File: src/core/msc_pkg.sv
// Purpose: shared constants for the sideband control block
// Assumes: 20 MHz system clock, APB slave with 32-bit data
// Notes:   offsets are byte addresses of aligned words
package msc_pkg;
	// register byte offsets
	localparam logic [7:0] MSC_CFG_OFS    = 8'h00;
	localparam logic [7:0] MSC_STATUS_OFS = 8'h04;
	localparam logic [7:0] MSC_CTRL_OFS   = 8'h08;
	localparam logic [7:0] MSC_TUNER_OFS  = 8'h0C;
	localparam logic [7:0] MSC_TXPWR_OFS  = 8'h10;
	localparam logic [7:0] MSC_EVENT_OFS  = 8'h14;
	// cfg field positions
	localparam int MSC_CFG_HOTPLUG  = 0;
	localparam int MSC_CFG_INVERT   = 1;
	localparam int MSC_CFG_WAKE     = 2;
	localparam int MSC_CFG_RFDIS_EN = 3;
	localparam int MSC_CFG_SERIAL   = 4;
	// ctrl field positions
	localparam int MSC_CTRL_RF_SW   = 0;
	localparam int MSC_CTRL_WAKE    = 1;
	// status field positions
	localparam int MSC_ST_CARD      = 0;
	localparam int MSC_ST_RF_ON     = 1;
	localparam int MSC_ST_BACKOFF   = 2;
	localparam int MSC_ST_WAKE      = 3;
	localparam int MSC_ST_RFDIS     = 4;
	// event field positions
	localparam int MSC_EV_INSERT    = 0;
	localparam int MSC_EV_REMOVE    = 1;
	// reset values: hot-plug on, rf-disable honoured, wake off
	localparam logic [4:0] MSC_CFG_RST  = 5'h09;
	localparam logic [1:0] MSC_CTRL_RST = 2'h1;
	localparam logic [7:0] MSC_TXPWR_DEF_RST = 8'hFF;
	localparam logic [7:0] MSC_TXPWR_THR_RST = 8'h80;
	// timing
	localparam int MSC_CLK_HZ       = 20_000_000;
	localparam int MSC_WAKE_MS      = 1000;
	localparam int MSC_WAKE_CYC     = MSC_CLK_HZ / 1000 * MSC_WAKE_MS;
	localparam int MSC_DEB_US       = 100;
	localparam int MSC_DEB_CYC      = MSC_CLK_HZ / 1_000_000 * MSC_DEB_US;
	// wake pulse states
	typedef enum logic [1:0] {
		MSC_WK_IDLE  = 2'b01,
		MSC_WK_PULSE = 2'b10
	} msc_wake_t;
endpackage

File: src/core/msc_debounce.sv
// Purpose: synchroniser and debouncer for one asynchronous input
// Assumes: single clock domain, asynchronous active-high reset
// Notes:   output changes only after the input has been stable for DEB_CYC cycles
`timescale 1ns/1ns
`default_nettype none
module msc_debounce #(
	parameter int   DEB_CYC = 2000,
	parameter logic RST_VAL = 1'b1
) (
	// clock and reset
	input  wire logic sys_clk_in,
	input  wire logic rst_in,
	// level
	input  wire logic raw_in,
	output logic      level_out
);
	localparam int CW = $clog2(DEB_CYC + 1);
	logic          sync1_q;
	logic          sync2_q;
	logic [CW-1:0] cnt_q;
	logic          level_q;

	initial begin
		if (DEB_CYC < 1) $error("msc_debounce: DEB_CYC must be at least 1");
	end

	// two-stage synchroniser; first stage feeds only the second
	always_ff @(posedge sys_clk_in or posedge rst_in) begin
		if (rst_in) begin
			sync1_q <= RST_VAL;
			sync2_q <= RST_VAL;
		end else begin
			sync1_q <= raw_in;
			sync2_q <= sync1_q;
		end
	end

	// stability counter restarts whenever the input agrees with the output
	always_ff @(posedge sys_clk_in or posedge rst_in) begin
		if (rst_in) begin
			cnt_q   <= '0;
			level_q <= RST_VAL;
		end else if (sync2_q == level_q) begin
			cnt_q <= '0;
		end else if (cnt_q == CW'(DEB_CYC - 1)) begin
			cnt_q   <= '0;
			level_q <= sync2_q;
		end else begin
			cnt_q <= cnt_q + 1'b1;
		end
	end

	assign level_out = level_q;
endmodule
`default_nettype wire

File: src/core/msc_sideband.sv
// Purpose: sideband control of a modem card: card detect, led, host wake,
//          rf disable, body-proximity backoff and antenna tuner select
// Assumes: pins are asynchronous; apb master on the same 20 MHz clock
// Notes:   the rffe engine itself lives elsewhere; this block muxes its pins
`timescale 1ns/1ns
`default_nettype none
// Notes on behaviour
// - with hot-plug on, debounced card-present level decides insert or remove
// - hot-plug detection enabled by setting 1, the reset default
// - hot-plug off: card level frozen at its value when hot-plug was switched off
// - card-present active high by default, invertible by configuration
// - open-drain led pulled low while rf on, released while rf off
// - wake request drives host wake low 1 s then high; idle high
// - host wake disabled after reset, enabled by setting 1
// - rf-disable low turns wireless off, flight mode
// - rf-disable high or floating turns wireless on
// - software command also switches rf on or off
// - rf-disable honoured by default, configuration may ignore it
// - power-reduce low limits transmit power to the threshold
// - power-reduce high keeps the default transmit power limit
// - the power threshold is programmable by software
// - tuner control in serial rffe mode or 4-bit parallel mode
// - parallel mode drives four pins, bit0 to bit3 of the word
// - serial mode drives rffe clock, rffe data is two-way
module msc_sideband
	import msc_pkg::*;
#(
	parameter int WAKE_CYC = MSC_WAKE_CYC,
	parameter int DEB_CYC  = MSC_DEB_CYC
) (
	// clock and reset
	input  wire logic        sys_clk_in,
	input  wire logic        rst_in,
	// apb slave
	input  wire logic        psel_in,
	input  wire logic        penable_in,
	input  wire logic        pwrite_in,
	input  wire logic [7:0]  paddr_in,
	input  wire logic [31:0] pwdata_in,
	input  wire logic [3:0]  pstrb_in,
	output logic [31:0]      prdata_out,
	output logic             pready_out,
	output logic             pslverr_out,
	// sideband pins
	input  wire logic        card_present_in,
	input  wire logic        rf_disable_n_in,
	input  wire logic        power_reduce_n_in,
	output logic             status_led_n_out,
	output logic             status_led_n_oe_out,
	output logic             host_wake_n_out,
	// modem core side
	input  wire logic        wake_req_in,
	output logic             rf_on_out,
	output logic [7:0]       tx_power_limit_out,
	output logic             card_insert_out,
	output logic             card_remove_out,
	output logic             card_present_out,
	// rffe engine side
	input  wire logic        rffe_sclk_in,
	input  wire logic        rffe_sdata_in,
	input  wire logic        rffe_sdata_oe_in,
	output logic             rffe_sdata_rx_out,
	// tuner pins
	output logic             rffe_sclk_out,
	output logic             rffe_sdata_out,
	output logic             rffe_sdata_oe_out,
	input  wire logic        rffe_sdata_pin_in,
	output logic             tuner_ctl_bit0_out,
	output logic             tuner_ctl_bit1_out,
	output logic             tuner_ctl_bit2_out,
	output logic             tuner_ctl_bit3_out
);
	localparam int WCW = $clog2(WAKE_CYC + 1);

	initial begin
		if (WAKE_CYC < 1) $error("msc_sideband: WAKE_CYC must be at least 1");
		if (DEB_CYC < 1) $error("msc_sideband: DEB_CYC must be at least 1");
	end

	////////////////////////////////////////////////////////////////////////
	// register state
	logic [4:0]     cfg_q;
	logic [1:0]     ctrl_q;
	logic [3:0]     tuner_q;
	logic [7:0]     txpwr_def_q;
	logic [7:0]     txpwr_thr_q;
	logic [1:0]     event_q;
	logic [31:0]    prdata_q;
	logic           wr_en;
	logic           rd_en;
	logic           wr_cfg;
	logic           wr_ctrl;
	logic           wr_tuner;
	logic           wr_txpwr;
	logic           wr_event;
	logic           addr_ok;
	logic           wake_sw;

	// sideband state
	logic           card_raw;
	logic           card_deb;
	logic           rfdis_deb;
	logic           prox_deb;
	logic           card_q;
	logic           card_start_q;
	logic           start_done_q;
	logic           rf_on;
	logic           backoff;
	msc_wake_t      wake_st_q;
	logic [WCW-1:0] wake_cnt_q;
	logic           wake_fire;

	////////////////////////////////////////////////////////////////////////
	// input conditioning
	assign card_raw = card_present_in ^ cfg_q[MSC_CFG_INVERT];

	msc_debounce #(.DEB_CYC(DEB_CYC), .RST_VAL(1'b0)) u_deb_card (
		.sys_clk_in (sys_clk_in),
		.rst_in     (rst_in),
		.raw_in     (card_raw),
		.level_out  (card_deb)
	);

	msc_debounce #(.DEB_CYC(DEB_CYC), .RST_VAL(1'b1)) u_deb_rfdis (
		.sys_clk_in (sys_clk_in),
		.rst_in     (rst_in),
		.raw_in     (rf_disable_n_in),
		.level_out  (rfdis_deb)
	);

	msc_debounce #(.DEB_CYC(DEB_CYC), .RST_VAL(1'b1)) u_deb_prox (
		.sys_clk_in (sys_clk_in),
		.rst_in     (rst_in),
		.raw_in     (power_reduce_n_in),
		.level_out  (prox_deb)
	);

	////////////////////////////////////////////////////////////////////////
	// apb decode: zero wait states, unmapped addresses answer slverr
	assign wr_en    = psel_in & penable_in & pwrite_in;
	assign rd_en    = psel_in & ~penable_in & ~pwrite_in; // setup edge: data stands in access
	assign wr_cfg   = wr_en & pstrb_in[0] & (paddr_in == MSC_CFG_OFS);
	assign wr_ctrl  = wr_en & pstrb_in[0] & (paddr_in == MSC_CTRL_OFS);
	assign wr_tuner = wr_en & pstrb_in[0] & (paddr_in == MSC_TUNER_OFS);
	assign wr_txpwr = wr_en & (paddr_in == MSC_TXPWR_OFS);
	assign wr_event = wr_en & pstrb_in[0] & (paddr_in == MSC_EVENT_OFS);
	assign wake_sw  = wr_ctrl & pwdata_in[MSC_CTRL_WAKE];

	always_comb begin
		if (paddr_in == MSC_CFG_OFS) begin
			addr_ok = 1'b1;
		end else if (paddr_in == MSC_STATUS_OFS) begin
			addr_ok = 1'b1;
		end else if (paddr_in == MSC_CTRL_OFS) begin
			addr_ok = 1'b1;
		end else if (paddr_in == MSC_TUNER_OFS) begin
			addr_ok = 1'b1;
		end else if (paddr_in == MSC_TXPWR_OFS) begin
			addr_ok = 1'b1;
		end else if (paddr_in == MSC_EVENT_OFS) begin
			addr_ok = 1'b1;
		end else begin
			addr_ok = 1'b0;
		end
	end

	assign pready_out  = 1'b1;
	assign pslverr_out = psel_in & penable_in & ~addr_ok;
	assign prdata_out  = prdata_q;

	// configuration; hot-plug and rf-disable honouring on, wake off at reset
	always_ff @(posedge sys_clk_in or posedge rst_in) begin
		if (rst_in) begin
			cfg_q <= MSC_CFG_RST;
		end else if (wr_cfg) begin
			cfg_q <= pwdata_in[4:0];
		end
	end

	// software rf switch; the wake bit is a self-clearing strobe
	always_ff @(posedge sys_clk_in or posedge rst_in) begin
		if (rst_in) begin
			ctrl_q <= MSC_CTRL_RST;
		end else if (wr_ctrl) begin
			ctrl_q <= {1'b0, pwdata_in[MSC_CTRL_RF_SW]};
		end
	end

	// tuner word
	always_ff @(posedge sys_clk_in or posedge rst_in) begin
		if (rst_in) begin
			tuner_q <= '0;
		end else if (wr_tuner) begin
			tuner_q <= pwdata_in[3:0];
		end
	end

	// default limit in byte 0, threshold in byte 1
	always_ff @(posedge sys_clk_in or posedge rst_in) begin
		if (rst_in) begin
			txpwr_def_q <= MSC_TXPWR_DEF_RST;
			txpwr_thr_q <= MSC_TXPWR_THR_RST;
		end else if (wr_txpwr) begin
			if (pstrb_in[0]) begin
				txpwr_def_q <= pwdata_in[7:0];
			end
			if (pstrb_in[1]) begin
				txpwr_thr_q <= pwdata_in[15:8];
			end
		end
	end

	// read data registered at the setup edge, so it stands through the access phase
	always_ff @(posedge sys_clk_in or posedge rst_in) begin
		if (rst_in) begin
			prdata_q <= '0;
		end else if (rd_en) begin
			if (paddr_in == MSC_CFG_OFS) begin
				prdata_q <= {27'h0, cfg_q};
			end else if (paddr_in == MSC_STATUS_OFS) begin
				prdata_q <= {27'h0, ~rfdis_deb, wake_st_q == MSC_WK_PULSE,
					backoff, rf_on, card_q};
			end else if (paddr_in == MSC_CTRL_OFS) begin
				prdata_q <= {31'h0, ctrl_q[MSC_CTRL_RF_SW]};
			end else if (paddr_in == MSC_TUNER_OFS) begin
				prdata_q <= {28'h0, tuner_q};
			end else if (paddr_in == MSC_TXPWR_OFS) begin
				prdata_q <= {16'h0, txpwr_thr_q, txpwr_def_q};
			end else if (paddr_in == MSC_EVENT_OFS) begin
				prdata_q <= {30'h0, event_q};
			end else begin
				prdata_q <= '0;
			end
		end
	end

	////////////////////////////////////////////////////////////////////////
	// card detection; start-up sample taken on the first cycle after reset
	always_ff @(posedge sys_clk_in or posedge rst_in) begin
		if (rst_in) begin
			card_start_q <= 1'b0;
			start_done_q <= 1'b0;
		end else if (!start_done_q) begin
			card_start_q <= card_deb;
			start_done_q <= 1'b1;
		end
	end

	// tracked card level; frozen while hot-plug is off
	always_ff @(posedge sys_clk_in or posedge rst_in) begin
		if (rst_in) begin
			card_q <= 1'b0;
		end else if (!start_done_q) begin
			card_q <= card_deb;
		end else if (cfg_q[MSC_CFG_HOTPLUG]) begin
			card_q <= card_deb;
		end
	end

	// one-cycle event pulses from level changes
	always_ff @(posedge sys_clk_in or posedge rst_in) begin
		if (rst_in) begin
			card_insert_out <= 1'b0;
			card_remove_out <= 1'b0;
		end else begin
			card_insert_out <= start_done_q & cfg_q[MSC_CFG_HOTPLUG] & card_deb & ~card_q;
			card_remove_out <= start_done_q & cfg_q[MSC_CFG_HOTPLUG] & ~card_deb & card_q;
		end
	end

	// sticky event flags; write one to clear, a new event wins over clear
	always_ff @(posedge sys_clk_in or posedge rst_in) begin
		if (rst_in) begin
			event_q <= '0;
		end else begin
			event_q[MSC_EV_INSERT] <= card_insert_out |
				(event_q[MSC_EV_INSERT] & ~(wr_event & pwdata_in[MSC_EV_INSERT]));
			event_q[MSC_EV_REMOVE] <= card_remove_out |
				(event_q[MSC_EV_REMOVE] & ~(wr_event & pwdata_in[MSC_EV_REMOVE]));
		end
	end

	assign card_present_out = card_q;

	////////////////////////////////////////////////////////////////////////
	// rf state: software switch and, unless ignored, the hardware pin
	assign rf_on = ctrl_q[MSC_CTRL_RF_SW] &
		(rfdis_deb | ~cfg_q[MSC_CFG_RFDIS_EN]);

	always_ff @(posedge sys_clk_in or posedge rst_in) begin
		if (rst_in) begin
			rf_on_out <= 1'b0;
		end else begin
			rf_on_out <= rf_on;
		end
	end

	// open-drain led: drive low only while rf is on, else release
	always_ff @(posedge sys_clk_in or posedge rst_in) begin
		if (rst_in) begin
			status_led_n_oe_out <= 1'b0;
		end else begin
			status_led_n_oe_out <= rf_on;
		end
	end
	assign status_led_n_out = 1'b0;

	////////////////////////////////////////////////////////////////////////
	// body-proximity backoff picks the transmit ceiling
	assign backoff = ~prox_deb;

	always_ff @(posedge sys_clk_in or posedge rst_in) begin
		if (rst_in) begin
			tx_power_limit_out <= MSC_TXPWR_DEF_RST;
		end else if (backoff) begin
			tx_power_limit_out <= txpwr_thr_q;
		end else begin
			tx_power_limit_out <= txpwr_def_q;
		end
	end

	////////////////////////////////////////////////////////////////////////
	// host wake pulse; a request during a pulse does not stretch it
	assign wake_fire = cfg_q[MSC_CFG_WAKE] & (wake_req_in | wake_sw);

	always_ff @(posedge sys_clk_in or posedge rst_in) begin
		if (rst_in) begin
			wake_st_q  <= MSC_WK_IDLE;
			wake_cnt_q <= '0;
		end else begin
			case (wake_st_q)
				MSC_WK_IDLE: begin
					if (wake_fire) begin
						wake_st_q  <= MSC_WK_PULSE;
						wake_cnt_q <= WCW'(WAKE_CYC - 1);
					end
				end
				MSC_WK_PULSE: begin
					if (wake_cnt_q == '0) begin
						wake_st_q <= MSC_WK_IDLE;
					end else begin
						wake_cnt_q <= wake_cnt_q - 1'b1;
					end
				end
				default: begin
					wake_st_q <= MSC_WK_IDLE;
				end
			endcase
		end
	end

	// low for exactly WAKE_CYC cycles, high otherwise
	assign host_wake_n_out = (wake_st_q != MSC_WK_PULSE);

	////////////////////////////////////////////////////////////////////////
	// tuner pin mux; unused mode's pins held low and data released
	always_ff @(posedge sys_clk_in or posedge rst_in) begin
		if (rst_in) begin
			tuner_ctl_bit0_out <= 1'b0;
			tuner_ctl_bit1_out <= 1'b0;
			tuner_ctl_bit2_out <= 1'b0;
			tuner_ctl_bit3_out <= 1'b0;
		end else begin
			tuner_ctl_bit0_out <= ~cfg_q[MSC_CFG_SERIAL] & tuner_q[0];
			tuner_ctl_bit1_out <= ~cfg_q[MSC_CFG_SERIAL] & tuner_q[1];
			tuner_ctl_bit2_out <= ~cfg_q[MSC_CFG_SERIAL] & tuner_q[2];
			tuner_ctl_bit3_out <= ~cfg_q[MSC_CFG_SERIAL] & tuner_q[3];
		end
	end

	// serial mode passes the engine's clock and data through
	assign rffe_sclk_out     = cfg_q[MSC_CFG_SERIAL] & rffe_sclk_in;
	assign rffe_sdata_out    = rffe_sdata_in;
	assign rffe_sdata_oe_out = cfg_q[MSC_CFG_SERIAL] & rffe_sdata_oe_in;
	assign rffe_sdata_rx_out = rffe_sdata_pin_in;
endmodule
`default_nettype wire

File: config.mk
export PLATFORM = sky130hd
export DESIGN_NAME = msc_sideband
export DESIGN_NICKNAME = d
export VERILOG_FILES = /design/src/core/msc_pkg.sv /design/src/core/msc_debounce.sv /design/src/core/msc_sideband.sv
export SDC_FILE = /design/constraint.sdc
export NUM_CORES = 1
export LEC_CHECK = 0
export BUFFER_PORTS_ARGS = -buffer_cell sky130_fd_sc_hd__buf_2
export CAP_MARGIN = 10
export CORE_MARGIN = 2
export CORE_UTILIZATION = 45
export DETAILED_ROUTE_END_ITERATION = 12
export PLACE_DENSITY = 0.67
export SYNTH_ARGS = -nofsm -noshare
export SYNTH_HDL_FRONTEND = slang
export SYNTH_HIERARCHICAL = 1
export SYNTH_SLANG_ARGS = --single-unit
File: constraint.sdc
create_clock -name sys_clk_in -period 3.9 [get_ports sys_clk_in]
set_input_delay 0.585 -clock sys_clk_in [delete_from_list [all_inputs] [get_ports sys_clk_in]]
set_output_delay 0.585 -clock sys_clk_in [all_outputs]
set_load 0.02 [all_outputs]
== Yosys cells after proc, flatten, opt, wreduce, memory -nomap -nowiden ==
Index checks and enable logic that the tools add are counted.

* Add/subtract/negate cells: 4
* $mul: 0
* Divide/modulo/power cells: 0
* Magnitude comparators: 0
* Equality and inequality tests: 18
* Shifts and indexed selects: 0
* Multiplexer cells: 27
* Bitwise logic cells: 48
* Reductions and logical operators: 10

{| class="wikitable"
|+ Operators with widths
! cell !! number
|-
| 16-bit 2-to-1 mux || 5
|-
| 11-bit 2-to-1 mux || 6
|-
| 25-bit 2-to-1 mux || 2
|-
| 25-bit one-hot mux with 2 select lines || 1
|-
| 11-bit by 1-bit adder with 11-bit output (second input constant) || 3
|-
| 11-bit == test (second input constant) || 3
|-
| 1-bit bitwise AND || 29
|-
| 25-bit zero test || 1
|-
| 25-bit by 1-bit subtractor with 25-bit output (second input constant) || 1
|-
| 8-bit by 4-bit == test with 1-bit output (second input constant) || 2
|-
| 8-bit by 5-bit == test with 1-bit output (second input constant) || 2
|-
| 1-bit NOT || 14
|-
| 2-bit AND reduction || 6
|-
| 8-bit by 3-bit == test with 1-bit output (second input constant) || 1
|-
| 8-bit zero test || 1
|-
| 1-bit 2-to-1 mux || 8
|-
| 8-bit 2-to-1 mux || 1
|-
| 2-bit != test (second input constant) || 4
|-
| 2-bit 2-to-1 mux || 3
|-
| 1-bit bitwise OR || 4
|-
| 2-bit one-hot mux with 2 select lines || 1
|-
| 1-bit == test || 3
|-
| 3-bit AND reduction || 1
|-
| 2-bit by 1-bit == test with 1-bit output (second input constant) || 1
|-
| 4 further kinds || 4
|}

* Register bits: 146
* Latch bits: 0
* RAM bits: 0
* Bits in read-only memories: 0
* Word-level logic and storage cells: 138
* Memories kept: 0

== Logic depth before layout (Yosys ltp) ==
* Depth after elaboration: 9
* Mapped depth: 8
* Mapped depth without buffers: 7

== Hierarchy ==
Netlist, hierarchy kept.

{| class="wikitable"
|+ Modules (own cells, without submodules)
! module !! instances !! cells an instance !! area each (um2) !! seq. area each (um2)
|-
| msc_sideband || 1 || 370 || 4271.6 || 2228.4
|-
| msc_debounce at u_deb_prox ... || 2 || 59 || 641.9 || 354.1
|-
| msc_debounce at u_deb_card || 1 || 59 || 638.1 || 350.3
|}

== Least setup slack after synthesis ==
OpenSTA, ideal clock, no wires.

* Kind: register to register
* From: register wake_cnt_q[0]
* To: register wake_cnt_q[14]
* Library setup time: 0.121 ns
* Data arrival time: 2.230 ns
* Path slack: 1.549 ns
* Stages on the path, launching flop included: 8
* Buffers on the path: 0
* Cells stage by stage: dfrtp_1 -> inv_1 -> ha_1 -> or4b_1 -> or4_4 -> a2111oi_4 -> xnor2_1 -> nor2_1

* Word-level cells in the longest chain between the ends: 3

{| class="wikitable"
|+ Ends and longest elaborated chain
! element !! line !! source
|-
| from (decl) || msc_sideband.sv:110 || <nowiki>logic [WCW-1:0] wake_cnt_q;</nowiki>
|-
| from (signal assigned) || msc_sideband.sv:335 || <nowiki>wake_cnt_q <= WCW'(WAKE_CYC - 1);</nowiki>
|-
| from (signal assigned) || msc_sideband.sv:342 || <nowiki>wake_cnt_q <= wake_cnt_q - 1'b1;</nowiki>
|-
| 25-bit by 1-bit subtractor with 25-bit output or 25-bit zero test (tied branches) || msc_sideband.sv:342, msc_sideband.sv:339 ||
|-
| 25-bit 2-to-1 mux or 2-bit != test (tied branches) || -- ||
|-
| 25-bit one-hot mux with 2 select lines or 3-bit AND reduction (tied branches) || -- ||
|}

Several ways; a longest one is shown, not always the timed one. The select of a mux whose other input is x is not followed.
A chain may end at the register's enable or synchronous reset.

== Worst setup path after layout ==
* From: register wake_cnt_q[8]
* To: register wake_cnt_q[3]

* Word-level cells in the longest chain between the ends: 3

{| class="wikitable"
|+ Ends and longest elaborated chain
! element !! line !! source
|-
| 25-bit zero test || msc_sideband.sv:339 || <nowiki>if (wake_cnt_q == '0) begin</nowiki>
|-
| 2-bit != test (no source line) || -- ||
|-
| 3-bit AND reduction (no source line) || -- ||
|}

Every way passes these cells.

==> results_dict.tcl <==
set metrics [dict create \
    numCtsBuffers 17 \
    layout_commonest_cell "dfrtp_1" \
    area.sequential_sq_mm 0.003287 \
    core_area_sq_mm 0.01335 \
    yosysSeqAreaShare_pct 53.07 \
    grt.overflow.total 0 \
    hold_violations 0 \
    areaGrowthSynthToFinish_pct 16.22 \
    finalCriticalPeriod_ps 2632 \
    drc_errors 0 \
    cts_resized 0 \
    diodes 0 \
    ys_warn_count 6 \
    fillers 1189 \
    die-width_um 121.3 \
    start_util_pct 46.40 \
    tightest_slew_ps 1069 \
    synth_flop_cell "dfrtp_1" \
    first_pass_iters 4 \
    synthCells 547 \
    ys_types 68 \
    p_seq_share_pct 46.0 \
    rows 42 \
    cp-end-kind "flip-flop" \
    multi_input_area_sq_mm 0.002679 \
    crit_top_cell "or4_4" \
    avgSynthCellArea_sq_um 11.32 \
    setup.worst_path.start_class "flip-flop" \
    fin_nets 685 \
    combPwrFrac_pct 4.1 \
    fin_total_pwr_mw 3.001 \
    cts_num_sinks 130 \
    p_sw_share_pct 20.97 \
    io_buffers 73 \
    cts_root_buffer "clkbuf_16" \
    path_class "flip-flop to flip-flop" \
    clkTransAtPathRegs_ps 50 \
    gp_congestion 0.9334 \
    worstPathCellList "or4_4 -> or4_4 -> o21ai_4 -> or4_1 -> mux2i_1" \
    cts_tree "done" \
    grt_pass1_vias 4534 \
    intPower_mw 2.372 \
    post_cts_buffers 0 \
    final_cells 811 \
    rsz0062_at_grt "false" \
    ys_ff_latch 130 \
    insertion_delay_ps 400 \
    die_area_sq_mm 0.01472 \
    crit_arrival_ps 2960 \
    maxSlewHeadroom_pct 28.75 \
    clockBufferDepth 2 \
    slowest_stage "or4_4" \
    grt_pass1_wl_um 22720 \
    setup_tns_ps 0 \
    finalCritPeriodShare_pct 67.49 \
    routed_wl_um 14010 \
    place_hpwl_um 10060 \
    io_pins 114 \
    synth_area_sq_mm 0.006193 \
    critical_path.top_delay_family "simple AND/OR/NAND/NOR gates" \
    vdd_ir_drop_max_mv 0.2926 \
    antenna_found_initial 0 \
    hp-class "input port to asynchronous set/reset pin" \
    max_freq_ghz 0.3799 \
    globalRouteTotalUtil_pct 19.98 \
    cts_hold_buf 0 \
    ant_nets 0 \
    die_y_um 121.3 \
    drt_first_iter_violations 334 \
    critPathMaxStageDelay_ps 600 \
    worst_clock_skew_ps 4.133 \
    dp_cells 780 \
    most-common-layout-cells "dfrtp_1 (103), buf_2 (73), nor2_1 (43)" \
    vias 4571 \
    synth_edf_count 0 \
    setup_violations 0 \
    status "finished clean" \
    wl_per_cell_um 17.27 \
    p_leak_nw 3.138 \
    drv_slew 0 \
    drv_cap 0 \
    power_switching_uw 629.4 \
    critPathBufInv 0 \
    via_per_inst 5.636 \
    p_per_area_mw_per_mm2 417.0 \
    cp_max_fo 26 \
    p_clk_share_pct 49.9 \
    drive_gt1_share_pct 30.08 \
    grt_max_degree 65 \
    htree_levels 4 \
    async_reset_ff_share_pct 100.0 \
    cp.required_ps 4230 \
]
==> through the flow <==
step	utilization (%)	instance area, sq um	setup WS [ps]	hold WS, ps
2_1_floorplan	-	6257	1071	331.2
3_3_place_gp	49.77	6643	1132	334.0
3_5_place_dp	49.77	6643	1086	347.0
4_1_cts	53.93	7198	1267	263.9
5_1_grt	53.93	7198	1142	263.5
6_report	53.93	7198	1268	259.1
==> logic make-up (layout without fill, tap and decap cells) <==
family          Yosys count  count (layout)  share of synthesized area, %
mux                      42              42                         7.656
fa+ha+maj                 5               5                         1.010
other cells               2              19                        0.1213
simple gates            194             194                         17.86
flops                   130             130                         53.07
compound gates           90              90                         11.19
xor+xnor                 31              31                         4.384
buf+inv                  53             124                         4.707
==> cell usage after synthesis (10+ instances only) <==
| cell type | n | share of area (%) |
|---|---|---|
| nand3_1 | 20 | 1.6 |
| inv_1 | 16 | 0.97 |
| nor2_1 | 43 | 2.6 |
| or3_1 | 14 | 1.4 |
| buf_4 | 22 | 2.7 |
| mux2_2 | 36 | 6.5 |
| a22o_1 | 11 | 1.6 |
| xor2_1 | 16 | 2.3 |
| clkbuf_1 | 12 | 0.73 |
| a31oi_1 | 10 | 1.0 |
| nand2_1 | 34 | 2.1 |
| dfrtp_1 | 103 | 42 |
| o21ai_0 | 12 | 0.97 |
| dfstp_2 | 27 | 11 |
| xnor2_1 | 15 | 2.1 |
| a21oi_1 | 13 | 1.1 |
==> final timing paths <==
| kind | from | to | slack, ps | depth (start not counted) |
|---|---|---|---|---|
| setup / recovery | wake_cnt_q[8] | wake_cnt_q[3] | 1270 | 5 |
| hold reg to reg | u_deb_rfdis/sync1_q | u_deb_rfdis/sync2_q | 350 | 0 |
| hold / removal | rst_in | u_deb_card/sync1_q | 260 | 2 |
| max in group asynchronous | rst_in | tx_power_limit_out[3] | 2630 | 3 |
| min in group sys_clk_in | power_reduce_n_in | u_deb_prox/sync1_q | 290 | 1 |
| setup reg to reg | wake_cnt_q[8] | wake_cnt_q[3] | 1270 | 5 |
==> routing by layer <==
layer  up-vias  wire, um  track usage (%)
li1       2100         -                -
met1      2280      6093            25.87
met2       172      6827            32.13
met3        19       872            6.156
met4         0       215            6.322
met5         -         0                0
==> registers in the layout, summed over array words and instances (netlist names), 2 cells and up <==
register and cells:
cfg_q 5, txpwr_def_q 8, prdata_out 16, tuner_q 4, wake_cnt_q 25, tx_power_limit_out 8
u_deb_rfdis/cnt_q 11, u_deb_card/cnt_q 11, event_q 2, wake_st_q 2, u_deb_prox/cnt_q 11, txpwr_thr_q 8
==> power by group through the flow <==
| stage | logic (mW) | registers [mW] | clock network, mW |
|---|---|---|---|
| 6_report | 0.124 | 1.38 | 1.50 |
| 5_1_grt | 0.140 | 1.38 | 1.60 |
| 4_1_cts | 0.126 | 1.38 | 1.53 |
| 3_5_place_dp | 0.125 | 1.40 | 0 |
| 3_3_place_gp | 0.122 | 1.40 | 0 |
| 2_1_floorplan | 0.0932 | 1.40 | 0 |
==> area by class of cell <==
type                            count  area share, %
Tap cell                          176          3.059
Inverter                           16         0.8517
Clock inverter                      6          1.112
Clock buffer                       25          6.605
Timing Repair Buffer               77          5.493
Sequential cell                   130          45.66
Multi-Input combinational cell    381          37.22
Power figures use the tool's default switching activity.
